## config.mk

```make
export PLATFORM = sky130hd
export DESIGN_NAME = cpr_router
export DESIGN_NICKNAME = d
export VERILOG_FILES = /design/src/pkg/cpr_pkg.sv /design/src/rtl/cpr_sync3.sv /design/src/rtl/cpr_router.sv
export VERILOG_INCLUDE_DIRS = /design/src /design/src/pkg
export SDC_FILE = /design/constraint.sdc
export NUM_CORES = 1
export LEC_CHECK = 0
export BUFFER_PORTS_ARGS = -buffer_cell sky130_fd_sc_hd__clkbuf_2
export CORE_MARGIN = 4
export CORE_UTILIZATION = 60
export CTS_BUF_LIST = sky130_fd_sc_hd__clkbuf_4 sky130_fd_sc_hd__clkbuf_8
export CTS_CLUSTER_DIAMETER = 30
export DETAILED_ROUTE_END_ITERATION = 8
export GPL_TIMING_DRIVEN = 0
export PLACE_DENSITY = 0.81
export SYNTH_ARGS = -nofsm -noshare
export SYNTH_HDL_FRONTEND = slang
export SYNTH_SLANG_ARGS = --single-unit
```

## constraint.sdc

```tcl
create_clock -name pclk -period 4.2 [get_ports pclk]
set_input_delay 0.63 -clock pclk [delete_from_list [all_inputs] [get_ports pclk]]
set_output_delay 0.63 -clock pclk [all_outputs]
set_load 0.01 [all_outputs]
```

## src/pkg/cpr_defines.svh

```systemverilog
// register offsets, field positions, reset values and codes of the caption port router
`ifndef CPR_DEFINES_SVH
`define CPR_DEFINES_SVH

`define CPR_OFF_PORT_OUT    12'h000
`define CPR_OFF_GLOBAL      12'h004
`define CPR_OFF_STATUS      12'h008
`define CPR_OFF_CH_A        12'h010
`define CPR_OFF_CH_B        12'h020
`define CPR_OFF_ROUTE       4'h0
`define CPR_OFF_CC_LINES    4'h4
`define CPR_OFF_GPI_CTRL    4'h8
`define CPR_OFF_GPI_LINES   4'hC

`define CPR_F_SRC_LSB       0
`define CPR_F_LINE_LO_LSB   0
`define CPR_F_LINE_HI_LSB   16
`define CPR_F_GPI_EN        0
`define CPR_F_MODE_LSB      1
`define CPR_F_TX_OR         3
`define CPR_F_POL_LSB       4
`define CPR_F_MAP_LSB       8
`define CPR_F_TMO_LSB       16
`define CPR_F_SPEED_LSB     0
`define CPR_F_XCODE_LSB     4
`define CPR_F_DEC_FMT       8

`define CPR_RST_HD_CC_LINE  11'h009
`define CPR_RST_SD_CC_LINE  11'h015
`define CPR_RST_GPI_LINE    11'h00D
`define CPR_RST_SPEED       4'h7
`define CPR_SPEED_115K2     4'h7
`define CPR_FRAME_BYTE      8'h01

`endif

```

## src/pkg/cpr_pkg.sv

```systemverilog
// types of the caption port router
package cpr_pkg;

    typedef enum logic [2:0] {
        CPR_SRC_NONE   = 3'b000,
        CPR_SRC_SERIAL = 3'b001,
        CPR_SRC_ETH1   = 3'b010,
        CPR_SRC_ETH2   = 3'b011,
        CPR_SRC_USB    = 3'b100
    } cpr_src_t;

    typedef enum logic [1:0] {
        CPR_OUT_NONE = 2'b00,
        CPR_OUT_CH_A = 2'b01,
        CPR_OUT_CH_B = 2'b10
    } cpr_out_t;

    typedef enum logic [2:0] {
        CPR_XC_NONE   = 3'b000,
        CPR_XC_AB_ALL = 3'b001,
        CPR_XC_AB_F1  = 3'b010,
        CPR_XC_AB_F2  = 3'b011,
        CPR_XC_BA_ALL = 3'b100,
        CPR_XC_BA_F1  = 3'b101,
        CPR_XC_BA_F2  = 3'b110
    } cpr_xcode_t;

    typedef enum logic [1:0] {
        CPR_INS_NORMAL  = 2'b00,
        CPR_INS_PERM_F0 = 2'b01,
        CPR_INS_PERM_F1 = 2'b10,
        CPR_INS_PERM_2F = 2'b11
    } cpr_ins_t;

    typedef struct packed {
        cpr_src_t        src;
        logic [10:0]     hd_cc_line;
        logic [10:0]     sd_cc_line;
        logic            gpi_en;
        cpr_ins_t        ins_mode;
        logic            tx_or;
        logic [3:0]      tx_pol;
        logic [3:0][1:0] tx_map;
        logic [15:0]     timeout;
        logic [10:0]     sd_gpi_line;
        logic [10:0]     hd_gpi_line;
    } cpr_chcfg_t;

endpackage

```

## src/rtl/cpr_sync3.sv

```systemverilog
// three-stage synchroniser for the contact trigger inputs
`timescale 1ns/1ps
`default_nettype none

module cpr_sync3 (
    input  wire logic       pclk,
    input  wire logic       presetn,
    input  wire logic [7:0] async_in,
    output logic      [7:0] sync_out
);

    typedef struct packed {
        logic [7:0] s1;
        logic [7:0] s2;
        logic [7:0] s3;
        logic [7:0] q;
    } cpr_sync_t;

    cpr_sync_t st;
    cpr_sync_t next_st;

    always_comb begin
        next_st    = st;
        next_st.s1 = async_in;
        next_st.s2 = st.s1;
        next_st.s3 = st.s2;
        // a change counts once stages two and three agree
        for (int i = 0; i < 8; i++) begin
            if (st.s2[i] == st.s3[i]) begin
                next_st.q[i] = st.s3[i];
            end
        end
    end

    always_ff @(posedge pclk or negedge presetn) begin
        if (!presetn) begin
            st <= '0;
        end else begin
            st <= next_st;
        end
    end

    assign sync_out = st.q;

endmodule // cpr_sync3

`default_nettype wire

```

## src/rtl/cpr_router.sv

```systemverilog
// two-channel caption port router and transmission bit builder with apb registers
`timescale 1ns/1ps
`default_nettype none
`include "cpr_defines.svh"

////////////////////////////////////////////////////////////////////////////////
// Overview of operation
// - each channel picks its inserter source: serial, eth 1, eth 2, usb or none
// - each output port carries decoded captions of channel a, b or nothing
// - ethernet ports work only at 115.2k; other speeds cut them off
// - serial and usb ports follow any rate in the port speed setting
// - per channel caption line: one for hd, one for sd
// - bytes from a channel's source port are inserted into its output video
// - both channels route, decode and encode independently at once while transcode is off
// - transcode bridges a to b using both fields, field 1 or field 2
// - bridging b to a exists with the same field options
// - after the timeout interval insertion stops and received data passes
// - insert mode: normal, permanent in field 0, field 1 or both
// - transmission bits go on a configurable sd or hd line
// - active low: low input sends 1; active high: low input sends 0
// - each contact input maps to any transmission bit position
// - bits are the mapped input alone or ORed with received bits
module cpr_router (
    input  wire logic        pclk,
    input  wire logic        presetn,
    input  wire logic        psel,
    input  wire logic        penable,
    input  wire logic        pwrite,
    input  wire logic [11:0] paddr,
    input  wire logic [31:0] pwdata,
    output logic             pready,
    output logic      [31:0] prdata,
    output logic             pslverr,
    input  wire logic [1:0]  ch_frame_start,
    input  wire logic [1:0]  ch_field,
    input  wire logic [1:0]  ch_hd,
    input  wire logic [1:0]  ch_dec_valid,
    input  wire logic [15:0] ch_dec_data,
    input  wire logic [7:0]  ch_rx_gpi,
    input  wire logic [7:0]  contact_trigger_inputs,
    input  wire logic [3:0]  port_rx_valid,
    input  wire logic [31:0] port_rx_data,
    output logic      [3:0]  port_tx_valid,
    output logic      [31:0] port_tx_data,
    output logic      [3:0]  port_speed,
    output logic      [1:0]  ins_valid,
    output logic      [15:0] ins_data,
    output logic      [21:0] ins_line,
    output logic      [1:0]  gpi_ins_valid,
    output logic      [7:0]  gpi_ins_bits,
    output logic      [21:0] gpi_ins_line
);

    typedef struct packed {
        cpr_pkg::cpr_chcfg_t [1:0] shadow;
        cpr_pkg::cpr_chcfg_t [1:0] active;
        logic [1:0]                pend;
        cpr_pkg::cpr_out_t [3:0]   port_out;
        logic [3:0]                speed;
        cpr_pkg::cpr_xcode_t       xcode;
        logic                      dec_fmt;
        logic                      pready;
        logic                      pslverr;
        logic [31:0]               prdata;
        logic [1:0][15:0]          tmo_cnt;
        logic [1:0][3:0]           last_trig;
        logic [1:0]                hdr_pend;
        logic [1:0]                hold_valid;
        logic [1:0][7:0]           hold_data;
        logic [1:0]                ins_valid;
        logic [1:0][7:0]           ins_data;
        logic [1:0][10:0]          ins_line;
        logic [1:0]                gpi_valid;
        logic [1:0][3:0]           gpi_bits;
        logic [1:0][10:0]          gpi_line;
        logic [3:0]                tx_valid;
        logic [3:0][7:0]           tx_data;
    } cpr_state_t;

    cpr_state_t st;
    cpr_state_t next_st;
    logic [7:0] trig_sync;

    ////////////////////////////////////////////////////////////////////////////
    // contact input synchroniser

    cpr_sync3 u_sync (
        .pclk     (pclk),
        .presetn  (presetn),
        .async_in (contact_trigger_inputs),
        .sync_out (trig_sync)
    );

    ////////////////////////////////////////////////////////////////////////////
    // helpers

    function automatic cpr_pkg::cpr_chcfg_t cfg_reset();
        cpr_pkg::cpr_chcfg_t c;
        c             = '0;
        c.hd_cc_line  = `CPR_RST_HD_CC_LINE;
        c.sd_cc_line  = `CPR_RST_SD_CC_LINE;
        c.sd_gpi_line = `CPR_RST_GPI_LINE;
        c.hd_gpi_line = `CPR_RST_GPI_LINE;
        return c;
    endfunction

    function automatic logic [31:0] cfg_read(input cpr_pkg::cpr_chcfg_t c, input logic [3:0] off);
        logic [31:0] r;
        r = 32'h0000_0000;
        if (off == `CPR_OFF_ROUTE) begin
            r[`CPR_F_SRC_LSB +: 3] = c.src;
        end else if (off == `CPR_OFF_CC_LINES) begin
            r[`CPR_F_LINE_LO_LSB +: 11] = c.hd_cc_line;
            r[`CPR_F_LINE_HI_LSB +: 11] = c.sd_cc_line;
        end else if (off == `CPR_OFF_GPI_CTRL) begin
            r[`CPR_F_GPI_EN]         = c.gpi_en;
            r[`CPR_F_MODE_LSB +: 2]  = c.ins_mode;
            r[`CPR_F_TX_OR]          = c.tx_or;
            r[`CPR_F_POL_LSB +: 4]   = c.tx_pol;
            r[`CPR_F_MAP_LSB +: 8]   = c.tx_map;
            r[`CPR_F_TMO_LSB +: 16]  = c.timeout;
        end else begin
            r[`CPR_F_LINE_LO_LSB +: 11] = c.sd_gpi_line;
            r[`CPR_F_LINE_HI_LSB +: 11] = c.hd_gpi_line;
        end
        return r;
    endfunction

    function automatic cpr_pkg::cpr_chcfg_t cfg_write(input cpr_pkg::cpr_chcfg_t c, input logic [3:0] off,
                                                      input logic [31:0] d);
        cpr_pkg::cpr_chcfg_t n;
        n = c;
        if (off == `CPR_OFF_ROUTE) begin
            n.src = cpr_pkg::cpr_src_t'(d[`CPR_F_SRC_LSB +: 3]);
        end else if (off == `CPR_OFF_CC_LINES) begin
            n.hd_cc_line = d[`CPR_F_LINE_LO_LSB +: 11];
            n.sd_cc_line = d[`CPR_F_LINE_HI_LSB +: 11];
        end else if (off == `CPR_OFF_GPI_CTRL) begin
            n.gpi_en   = d[`CPR_F_GPI_EN];
            n.ins_mode = cpr_pkg::cpr_ins_t'(d[`CPR_F_MODE_LSB +: 2]);
            n.tx_or    = d[`CPR_F_TX_OR];
            n.tx_pol   = d[`CPR_F_POL_LSB +: 4];
            n.tx_map   = d[`CPR_F_MAP_LSB +: 8];
            n.timeout  = d[`CPR_F_TMO_LSB +: 16];
        end else begin
            n.sd_gpi_line = d[`CPR_F_LINE_LO_LSB +: 11];
            n.hd_gpi_line = d[`CPR_F_LINE_HI_LSB +: 11];
        end
        return n;
    endfunction

    ////////////////////////////////////////////////////////////////////////////
    // next state

    always_comb begin
        logic        eth_ok;
        logic        bridging;
        logic        src_ch;
        logic        dst_ch;
        logic        src_field_ok;
        logic [1:0]  emit_valid;
        logic [1:0][7:0] emit_data;
        logic [1:0]  port_idx;
        logic        expired;
        logic        perm_match;
        logic        lvl;
        logic [3:0]  bits;
        logic        ch;
        logic [11:0] base;
        logic        in_ch_a;
        logic        in_ch_b;
        logic        apb_setup;
        logic        apb_wr;
        eth_ok       = 1'b0;
        bridging     = 1'b0;
        src_ch       = 1'b0;
        dst_ch       = 1'b0;
        src_field_ok = 1'b0;
        emit_valid   = 2'b00;
        emit_data    = '0;
        port_idx     = 2'b00;
        expired      = 1'b0;
        perm_match   = 1'b0;
        lvl          = 1'b0;
        bits         = 4'h0;
        ch           = 1'b0;
        base         = 12'h000;
        in_ch_a      = 1'b0;
        in_ch_b      = 1'b0;
        apb_setup    = 1'b0;
        apb_wr       = 1'b0;
        next_st      = st;

        eth_ok = (st.speed == `CPR_SPEED_115K2);
        bridging = (st.xcode != cpr_pkg::CPR_XC_NONE);
        src_ch = (st.xcode >= cpr_pkg::CPR_XC_BA_ALL);
        dst_ch = !src_ch;
        // field 1 is the odd field, field input low
        if (st.xcode == cpr_pkg::CPR_XC_AB_F1 || st.xcode == cpr_pkg::CPR_XC_BA_F1) begin
            src_field_ok = !ch_field[src_ch];
        end else if (st.xcode == cpr_pkg::CPR_XC_AB_F2 || st.xcode == cpr_pkg::CPR_XC_BA_F2) begin
            src_field_ok = ch_field[src_ch];
        end else begin
            src_field_ok = 1'b1;
        end

        for (int c = 0; c < 2; c++) begin
            // settings take effect together at the frame boundary
            if (ch_frame_start[c] && st.pend[c]) begin
                next_st.active[c] = st.shadow[c];
                next_st.pend[c]   = 1'b0;
            end

            // decoded stream with optional frame header byte
            next_st.hold_valid[c] = 1'b0;
            if (st.hold_valid[c]) begin
                emit_valid[c] = 1'b1;
                emit_data[c]  = st.hold_data[c];
            end else if (ch_dec_valid[c]) begin
                emit_valid[c] = 1'b1;
                if (!st.dec_fmt && st.hdr_pend[c]) begin
                    emit_data[c]          = `CPR_FRAME_BYTE;
                    next_st.hold_valid[c] = 1'b1;
                    next_st.hold_data[c]  = ch_dec_data[c*8 +: 8];
                    next_st.hdr_pend[c]   = 1'b0;
                end else begin
                    emit_data[c] = ch_dec_data[c*8 +: 8];
                end
            end
            if (ch_frame_start[c]) begin
                next_st.hdr_pend[c] = 1'b1;
            end

            // caption insertion
            next_st.ins_valid[c] = 1'b0;
            next_st.ins_data[c]  = st.ins_data[c];
            if (bridging) begin
                if (c[0] == dst_ch) begin
                    next_st.ins_valid[c] = ch_dec_valid[src_ch] && src_field_ok;
                    next_st.ins_data[c]  = ch_dec_data[src_ch*8 +: 8];
                end
            end else if (st.active[c].src != cpr_pkg::CPR_SRC_NONE) begin
                port_idx = 2'(st.active[c].src - cpr_pkg::CPR_SRC_SERIAL);
                if (port_idx == 2'd0 || port_idx == 2'd3 || eth_ok) begin
                    next_st.ins_valid[c] = port_rx_valid[port_idx];
                    next_st.ins_data[c]  = port_rx_data[port_idx*8 +: 8];
                end
            end
            next_st.ins_line[c] = ch_hd[c] ? st.active[c].hd_cc_line : st.active[c].sd_cc_line;

            // transmission bits
            bits = 4'h0;
            for (int i = 0; i < 4; i++) begin
                lvl = st.active[c].tx_pol[i] ? !trig_sync[c*4+i] : trig_sync[c*4+i];
                bits[st.active[c].tx_map[i]] = bits[st.active[c].tx_map[i]] | lvl;
            end
            if (st.active[c].tx_or) begin
                bits = bits | ch_rx_gpi[c*4 +: 4];
            end
            next_st.gpi_bits[c] = bits;
            next_st.gpi_line[c] = ch_hd[c] ? st.active[c].hd_gpi_line : st.active[c].sd_gpi_line;

            // timeout counts frames without a change at the contacts
            next_st.last_trig[c] = trig_sync[c*4 +: 4];
            expired = (st.active[c].timeout != 16'h0000) && (st.tmo_cnt[c] >= st.active[c].timeout);
            if (trig_sync[c*4 +: 4] != st.last_trig[c]) begin
                next_st.tmo_cnt[c] = 16'h0000;
            end else if (ch_frame_start[c] && !expired) begin
                next_st.tmo_cnt[c] = 16'(st.tmo_cnt[c] + 16'h0001);
            end
            case (st.active[c].ins_mode)
                cpr_pkg::CPR_INS_PERM_F0: perm_match = !ch_field[c];
                cpr_pkg::CPR_INS_PERM_F1: perm_match = ch_field[c];
                cpr_pkg::CPR_INS_PERM_2F: perm_match = 1'b1;
                default:                  perm_match = 1'b0;
            endcase
            next_st.gpi_valid[c] = st.active[c].gpi_en && (perm_match || !expired);
        end

        // decoded captions to output ports
        for (int p = 0; p < 4; p++) begin
            ch = (st.port_out[p] == cpr_pkg::CPR_OUT_CH_B);
            next_st.tx_valid[p] = 1'b0;
            next_st.tx_data[p]  = st.tx_data[p];
            if (!bridging && st.port_out[p] != cpr_pkg::CPR_OUT_NONE && (p == 0 || p == 3 || eth_ok)) begin
                next_st.tx_valid[p] = emit_valid[ch];
                next_st.tx_data[p]  = emit_data[ch];
            end
        end

        ////////////////////////////////////////////////////////////////////////
        // apb slave, no wait state, answers in the access phase
        apb_setup = psel && !penable && !st.pready;
        apb_wr    = psel && penable && st.pready && pwrite;
        in_ch_a   = (paddr[11:4] == `CPR_OFF_CH_A >> 4) && (paddr[1:0] == 2'b00);
        in_ch_b   = (paddr[11:4] == `CPR_OFF_CH_B >> 4) && (paddr[1:0] == 2'b00);
        base      = in_ch_b ? `CPR_OFF_CH_B : `CPR_OFF_CH_A;
        next_st.pready = apb_setup;
        if (apb_setup) begin
            next_st.pslverr = 1'b0;
            next_st.prdata  = 32'h0000_0000;
            if (paddr == `CPR_OFF_PORT_OUT) begin
                next_st.prdata[7:0] = st.port_out;
            end else if (paddr == `CPR_OFF_GLOBAL) begin
                next_st.prdata[`CPR_F_SPEED_LSB +: 4] = st.speed;
                next_st.prdata[`CPR_F_XCODE_LSB +: 3] = st.xcode;
                next_st.prdata[`CPR_F_DEC_FMT]        = st.dec_fmt;
            end else if (paddr == `CPR_OFF_STATUS) begin
                next_st.prdata[0]   = eth_ok;
                next_st.prdata[2:1] = {st.active[1].gpi_en && !st.gpi_valid[1],
                                       st.active[0].gpi_en && !st.gpi_valid[0]};
                next_st.prdata[3]   = bridging;
                next_st.prdata[5:4] = st.pend;
            end else if (in_ch_a || in_ch_b) begin
                next_st.prdata = cfg_read(st.shadow[in_ch_b], paddr[3:0] - base[3:0]);
            end else begin
                next_st.pslverr = 1'b1;
            end
        end else if (psel && penable && st.pready) begin
            next_st.pslverr = 1'b0;
        end
        if (apb_wr && !st.pslverr) begin
            if (paddr == `CPR_OFF_PORT_OUT) begin
                for (int p = 0; p < 4; p++) begin
                    next_st.port_out[p] = cpr_pkg::cpr_out_t'(pwdata[2*p +: 2]);
                end
            end else if (paddr == `CPR_OFF_GLOBAL) begin
                next_st.speed   = pwdata[`CPR_F_SPEED_LSB +: 4];
                next_st.xcode   = cpr_pkg::cpr_xcode_t'(pwdata[`CPR_F_XCODE_LSB +: 3]);
                next_st.dec_fmt = pwdata[`CPR_F_DEC_FMT];
            end else if (in_ch_a || in_ch_b) begin
                next_st.shadow[in_ch_b] = cfg_write(st.shadow[in_ch_b], paddr[3:0], pwdata);
                next_st.pend[in_ch_b]   = 1'b1;
            end
        end
    end

    ////////////////////////////////////////////////////////////////////////////
    // state register

    always_ff @(posedge pclk or negedge presetn) begin
        if (!presetn) begin
            st           <= '0;
            st.shadow[0] <= cfg_reset();
            st.shadow[1] <= cfg_reset();
            st.active[0] <= cfg_reset();
            st.active[1] <= cfg_reset();
            st.speed     <= `CPR_RST_SPEED;
        end else begin
            st <= next_st;
        end
    end

    ////////////////////////////////////////////////////////////////////////////
    // outputs

    assign pready        = st.pready;
    assign prdata        = st.prdata;
    assign pslverr       = st.pslverr;
    assign port_tx_valid = st.tx_valid;
    assign port_tx_data  = st.tx_data;
    assign port_speed    = st.speed;
    assign ins_valid     = st.ins_valid;
    assign ins_data      = st.ins_data;
    assign ins_line      = st.ins_line;
    assign gpi_ins_valid = st.gpi_valid;
    assign gpi_ins_bits  = st.gpi_bits;
    assign gpi_ins_line  = st.gpi_line;

endmodule // cpr_router

`default_nettype wire

```

After elaboration in Yosys (flattened, before gate mapping)
Index checks and enable logic that the tools add are counted.

$add $sub $neg: 5. Multiply operators: 0. Div/mod/pow operators: 0. Magnitude comparators: 28. Equality and inequality tests: 39. Shifts and indexed selects: 3. Mux-type cells: 181. Bitwise gates (word level): 17. Reductions and logical operators: 100.

Operators by type and width (number): 76-bit two-way mux (5); 79-bit two-way mux (3); 8-bit two-way mux (26); 158-bit bitwise mux (1); 11-bit two-way mux (9); 79-bit demux with 1-bit select (1); 1-bit two-way mux (78); 16-bit two-way mux (4); 32-bit two-way mux (2); 32-bit by 6-bit variable part select with 8-bit output (2); 54-bit two-way mux (1); 22-bit two-way mux (2); 1-bit logical AND (36); 16-bit by 1-bit adder with 16-bit output, second input constant (2); 16-bit >= comparator (2); 16-bit nonzero test (2); 2-bit by 3-bit less-than comparator with 1-bit output, second input constant (10); 2-bit nonzero test (15); 29-bit two-way mux (1); 27-bit two-way mux (1); 25-bit two-way mux (1); 4-bit bitwise mux (6); 24-bit two-way mux (1); 3-bit AND reduction (7); 45 further kinds (155).

Flip-flop bits (word level): 568. Latch bits: 0. Bits in writable memories: 0. ROM bits: 0. Input port bits: 125. Output and inout bits: 146. Logic and storage cells: 475. Memories kept: 0.

Depth between registers and ports, before layout
Word-level depth: 19. Depth in mapped cells: 10. Mapped depth without buffers: 8.

Modules after synthesis
A second synthesis with hierarchy kept.

Cells, all modules: 2364. Area total of the unflattened synthesis: 27052.2 um^2.

Modules (own cells, without submodules): cpr_router (instances 1, cells each 2316, area each 26101.3 um^2, seq. area each 13471.7 um^2); cpr_sync3 (instances 1, cells each 48, area each 950.9 um^2, seq. area each 800.8 um^2).

Worst setup path after synthesis
OpenSTA, ideal clock, no wires.

Path type: register to register. Start: register st[296] (netlist name). End: register st (netlist bit ins_data[0]). Setup time: 125 ps. Arrival: 2361 ps. Data required time: 4075 ps. Setup slack: 1714 ps. Stages on the path, launching flop included: 9. Path buffers: 2. Clock period less this slack: 2486 ps. Cell sequence: dfrtp_1 > buf_2 > inv_1 > ha_1 > clkbuf_1 > xor2_1 > a221oi_1 > nor2_1 > mux2_2.

Word-level cells in the longest chain between the ends: 6. Elaborated cells between the ends (all ways): 13. Those cells by class: 1 x add/sub; 1 x eq/ne; 1 x shift; 3 x mux; 7 x reduce/logical.

Ends and longest elaborated chain: start, declared (line cpr_router.sv:80) `cpr_state_t st;`; start signal, assigned (line cpr_router.sv:350) `st <= next_st;`; parallel branches: the longest is 6 deep, another holds 2-bit by 1-bit subtractor with 2-bit output.

Several ways; the timed one is not identified. The select of a mux whose other input is x is not followed. A chain may end at the register's enable or synchronous reset.

Final worst setup path
Start: register st[296] (netlist name). End: register st (netlist bit ins_data[1]).

Same word-level chain as after synthesis.

==> impl_metrics.py <==
metrics = {
    "global_routing": {
        "grt_first_pass_wirelength_microns": 125000,
        "gr-total-overflow": 0,
        "antenna_found_initial": 0,
        "grt_pass1_vias": 21700,
        "top_usage_layer": "met2",
        "grtUsageMet2": 0.524,
        "grt_usage": 0.336,
        "met3_usage": 0.0691,
        "grt_start_max_net_pins": 119,
        "met1_usage": 0.449,
    },
    "power": {
        "vdd_drop_max_uv": 250,
        "leakagePower_nw": 15.4,
        "finalPower_mw": 13.0,
        "p_per_area_nw_per_um2": 403,
    },
    "timing": {
        "finalWorstSetupSlack_ns": 1.05,
        "worst_slew_pin_slew_ns": 1.05,
        "rsz0062_at_grt": "no",
        "finalSetupViolCount": 0,
        "hold_viol_final": 0,
        "finClkSkew_ns": 0.0340,
        "drv_slew": 0,
        "post-route-period-util": 0.751,
        "min_period_ns": 3.15,
        "slew_headroom": 0.293,
        "max_freq_ghz": 0.317,
    },
    "detailed_routing": {
        "drt_pass1_iterations": 6,
        "ant_nets": 0,
        "vias": 21600,
        "wl_per_cell_microns": 23.3,
        "route.detailed.drc": 0,
        "wirelength_microns": 81800,
        "viasPerCell": 6.16,
        "first_iter_violations": 2526,
    },
    "layout": {
        "nNetsFinal": 2986,
        "diodes": 0,
        "drive_gt1_frac": 0.373,
        "syn2layout_area_growth_pct": 18.6,
        "fin_cells": 3513,
    },
    "clock_tree": {
        "worstSkewPairLatency_ns": 0.72,
        "cts_inserted_buffers": 117,
        "cts_tree": "yes",
        "cts_root_buffer": "clkbuf_8",
        "clk_pin_slew_ns": 0.06,
        "cts_sinks": 568,
        "clock_path_buffers": 3,
        "post_cts_buffers": 0,
        "cts_hold_buf": 5,
        "htreeDepth": 3,
        "cts_resized": 0,
    },
    "yosys": {
        "synth-edff-count": 0,
        "syn_inst": 2431,
        "ys_types": 78,
        "async_flop_share": 1.00,
        "yosysSeqAreaShare": 0.526,
        "netlist_area_sq_um": 27100,
        "yosysWarnings": 0,
        "ys_seq_elements": 568,
        "synthFlopType": "dfrtp_1",
        "avgSynthCellArea_sq_um": 11.2,
        "synth_nets": 2592,
    },
    "job": {
        "max-cap-violations": 0,
    },
    "placement": {
        "dp.cells": 3293,
        "place_hpwl_microns": 60100,
        "io_buffers": 265,
        "gp_congestion": 0.964,
        "dp_slack_ns": 0.891,
    },
    "floorplanning": {
        "start_util": 0.610,
        "fp.dieH_microns": 221,
        "dieArea_sq_um": 48700,
        "io_pins": 271,
        "die_x_microns": 221,
        "core_area_sq_um": 44500,
        "placementRows": 77,
    },
    "worst_hold_path": {
        "hold_path_depth": 1,
        "hold_class": "primary input to register",
    },
    "setup_path": {
        "cp_top_family": "buffers and inverters",
        "cpMaxStageDelayCell": "nor2_1",
        "cp_max_fo": 10,
        "setup.worst_path.end_class": "register",
        "worstSetupStartpointType": "register",
        "max_stage_delay_ns": 0.66,
        "critPathBufInv": 3,
        "reg2reg_depth": 8,
        "required_ns": 4.79,
        "crit_type": "register to register",
        "path_cells": "buf_2 > inv_1 > ha_1 > clkbuf_1 > xor2_1 > a221oi_1 > nor2_1 > mux2_2",
        "crit_arrival_ns": 3.74,
        "critical_path_cell_count": 8,
    },
    "outcome": {
        "status": "finished, final reports clean",
    },
}
-- routing by layer --
layer	vias to the layer above	part of all wire
met5	-	0
met4	0	0.055
met3	259	0.096
met2	1181	0.46
met1	10800	0.39
li1	9400	-
-- power breakdown --
part           leakage (nW)  switching, mW  internal, mW
Sequential             7.56         0.0601          5.56
Clock                  1.42           2.58          4.15
Combinational          6.38          0.396         0.218
-- cell usage after synthesis (6+ instances only) --
cell type	number	area, sq um
a211oi_1	6	45.0
a21oi_1	211	1060
a221o_1	8	80.1
a221oi_1	12	105
a222oi_1	6	60.1
a22o_1	7	61.3
a22oi_1	28	210
and2_1	13	81.3
and3_1	9	56.3
buf_1	35	131
buf_2	21	105
buf_4	158	1190
clkbuf_1	70	263
dfrtp_1	521	13000
dfstp_2	47	1230
ha_1	36	450
inv_1	59	221
maj3_1	8	80.1
mux2_2	321	3610
mux2i_1	32	320
mux4_2	18	405
nand2_1	219	822
nand3_1	23	115
nand3b_1	9	67.6
nand4_1	16	100
nor2_1	161	604
nor3_1	26	130
nor4_1	10	62.6
o211ai_1	9	67.6
o21ai_0	76	380
o221a_2	18	203
o22ai_1	85	532
o31ai_1	6	45.0
or3_1	16	100
or4_1	10	75.1
xnor2_1	18	158
xor2_1	13	114
-- per-stage QoR --
stage	cell area, sq um	setup TNS, ns	util	hold slack (ns)
global route	32200	0	0.723	0.0259
global placement	29200	-5503.08	0.656	0.334
finish	32200	0	0.723	0.0458
detailed placement	29400	0	0.659	0.336
CTS	32200	0	0.723	0.00220
floorplan	27100	0	-	0.331
-- final timing paths --
path | from | to | slack, ns
setup / recovery | st[296] | ins_data[1] | 1.05
hold / removal | contact_trigger_inputs[3] | u_sync.next_st[19] | 0.05
setup reg to reg | st[296] | ins_data[1] | 1.05
hold reg to reg | u_sync.next_st[17] | u_sync.next_st[9] | 0.35
max in group asynchronous | presetn | gpi_ins_line[17] | 1.52
min in group asynchronous | presetn | st[148] | 0.45
-- sequential cells by signal (all words and copies together) (netlist names), 16 cells and up --
| register | flops |
|---|---|
| ins_line | 22 |
| prdata | 32 |
| u_sync.next_st | 16 |
| port_tx_data | 32 |
| ins_data | 16 |
| st | 390 |
| gpi_ins_line | 22 |
-- kinds of logic after synthesis --
kind of cell | after synthesis | share of synthesized area
AO/OA/AOI/OAI | 522 | 0.120
adder cells (fa/ha/maj) | 44 | 0.0195
flip-flops | 568 | 0.526
multiplexers | 373 | 0.161
AND/OR/NAND/NOR | 549 | 0.0929
buffers and inverters | 344 | 0.0704
XOR/XNOR | 31 | 0.0100
-- cell type report --
cell class                      count  area [sq um]
Buffer                            284          1690
Clock buffer                      160          2070
Clock inverter                     55           718
Fill cell                        3240         12300
Inverter                           60           225
Multi-Input combinational cell   1519         11000
Sequential cell                   568         14300
Tap cell                          592           741
Timing Repair Buffer              275          1520
-- worst reg2reg max path, cell delays in order (launching register included) --
cell and delay [ns]:
dfrtp_1 0.41, buf_2 0.34, inv_1 0.09, ha_1 0.29, clkbuf_1 0.50, xor2_1 0.21
a221oi_1 0.12, nor2_1 0.66, mux2_2 0.41
-- placed cells by master, fill, tap and decap left out, types with 19 or more instances in the layout --
master / n
inv_1: 59
buf_4: 158
nor2_1: 161
a22oi_1: 28
ha_1: 36
a21oi_1: 211
buf_2: 21
o21ai_0: 76
mux2_2: 321
mux2i_1: 32
clkbuf_4: 21
clkbuf_2: 264
nand2_1: 219
buf_1: 35
dfstp_2: 47
clkbuf_1: 70
clkinv_2: 19
nand3_1: 23
dfrtp_1: 521
o22ai_1: 85
nor3_1: 26
clkbuf_8: 140
Note: power is estimated with default switching activity, not from simulation.
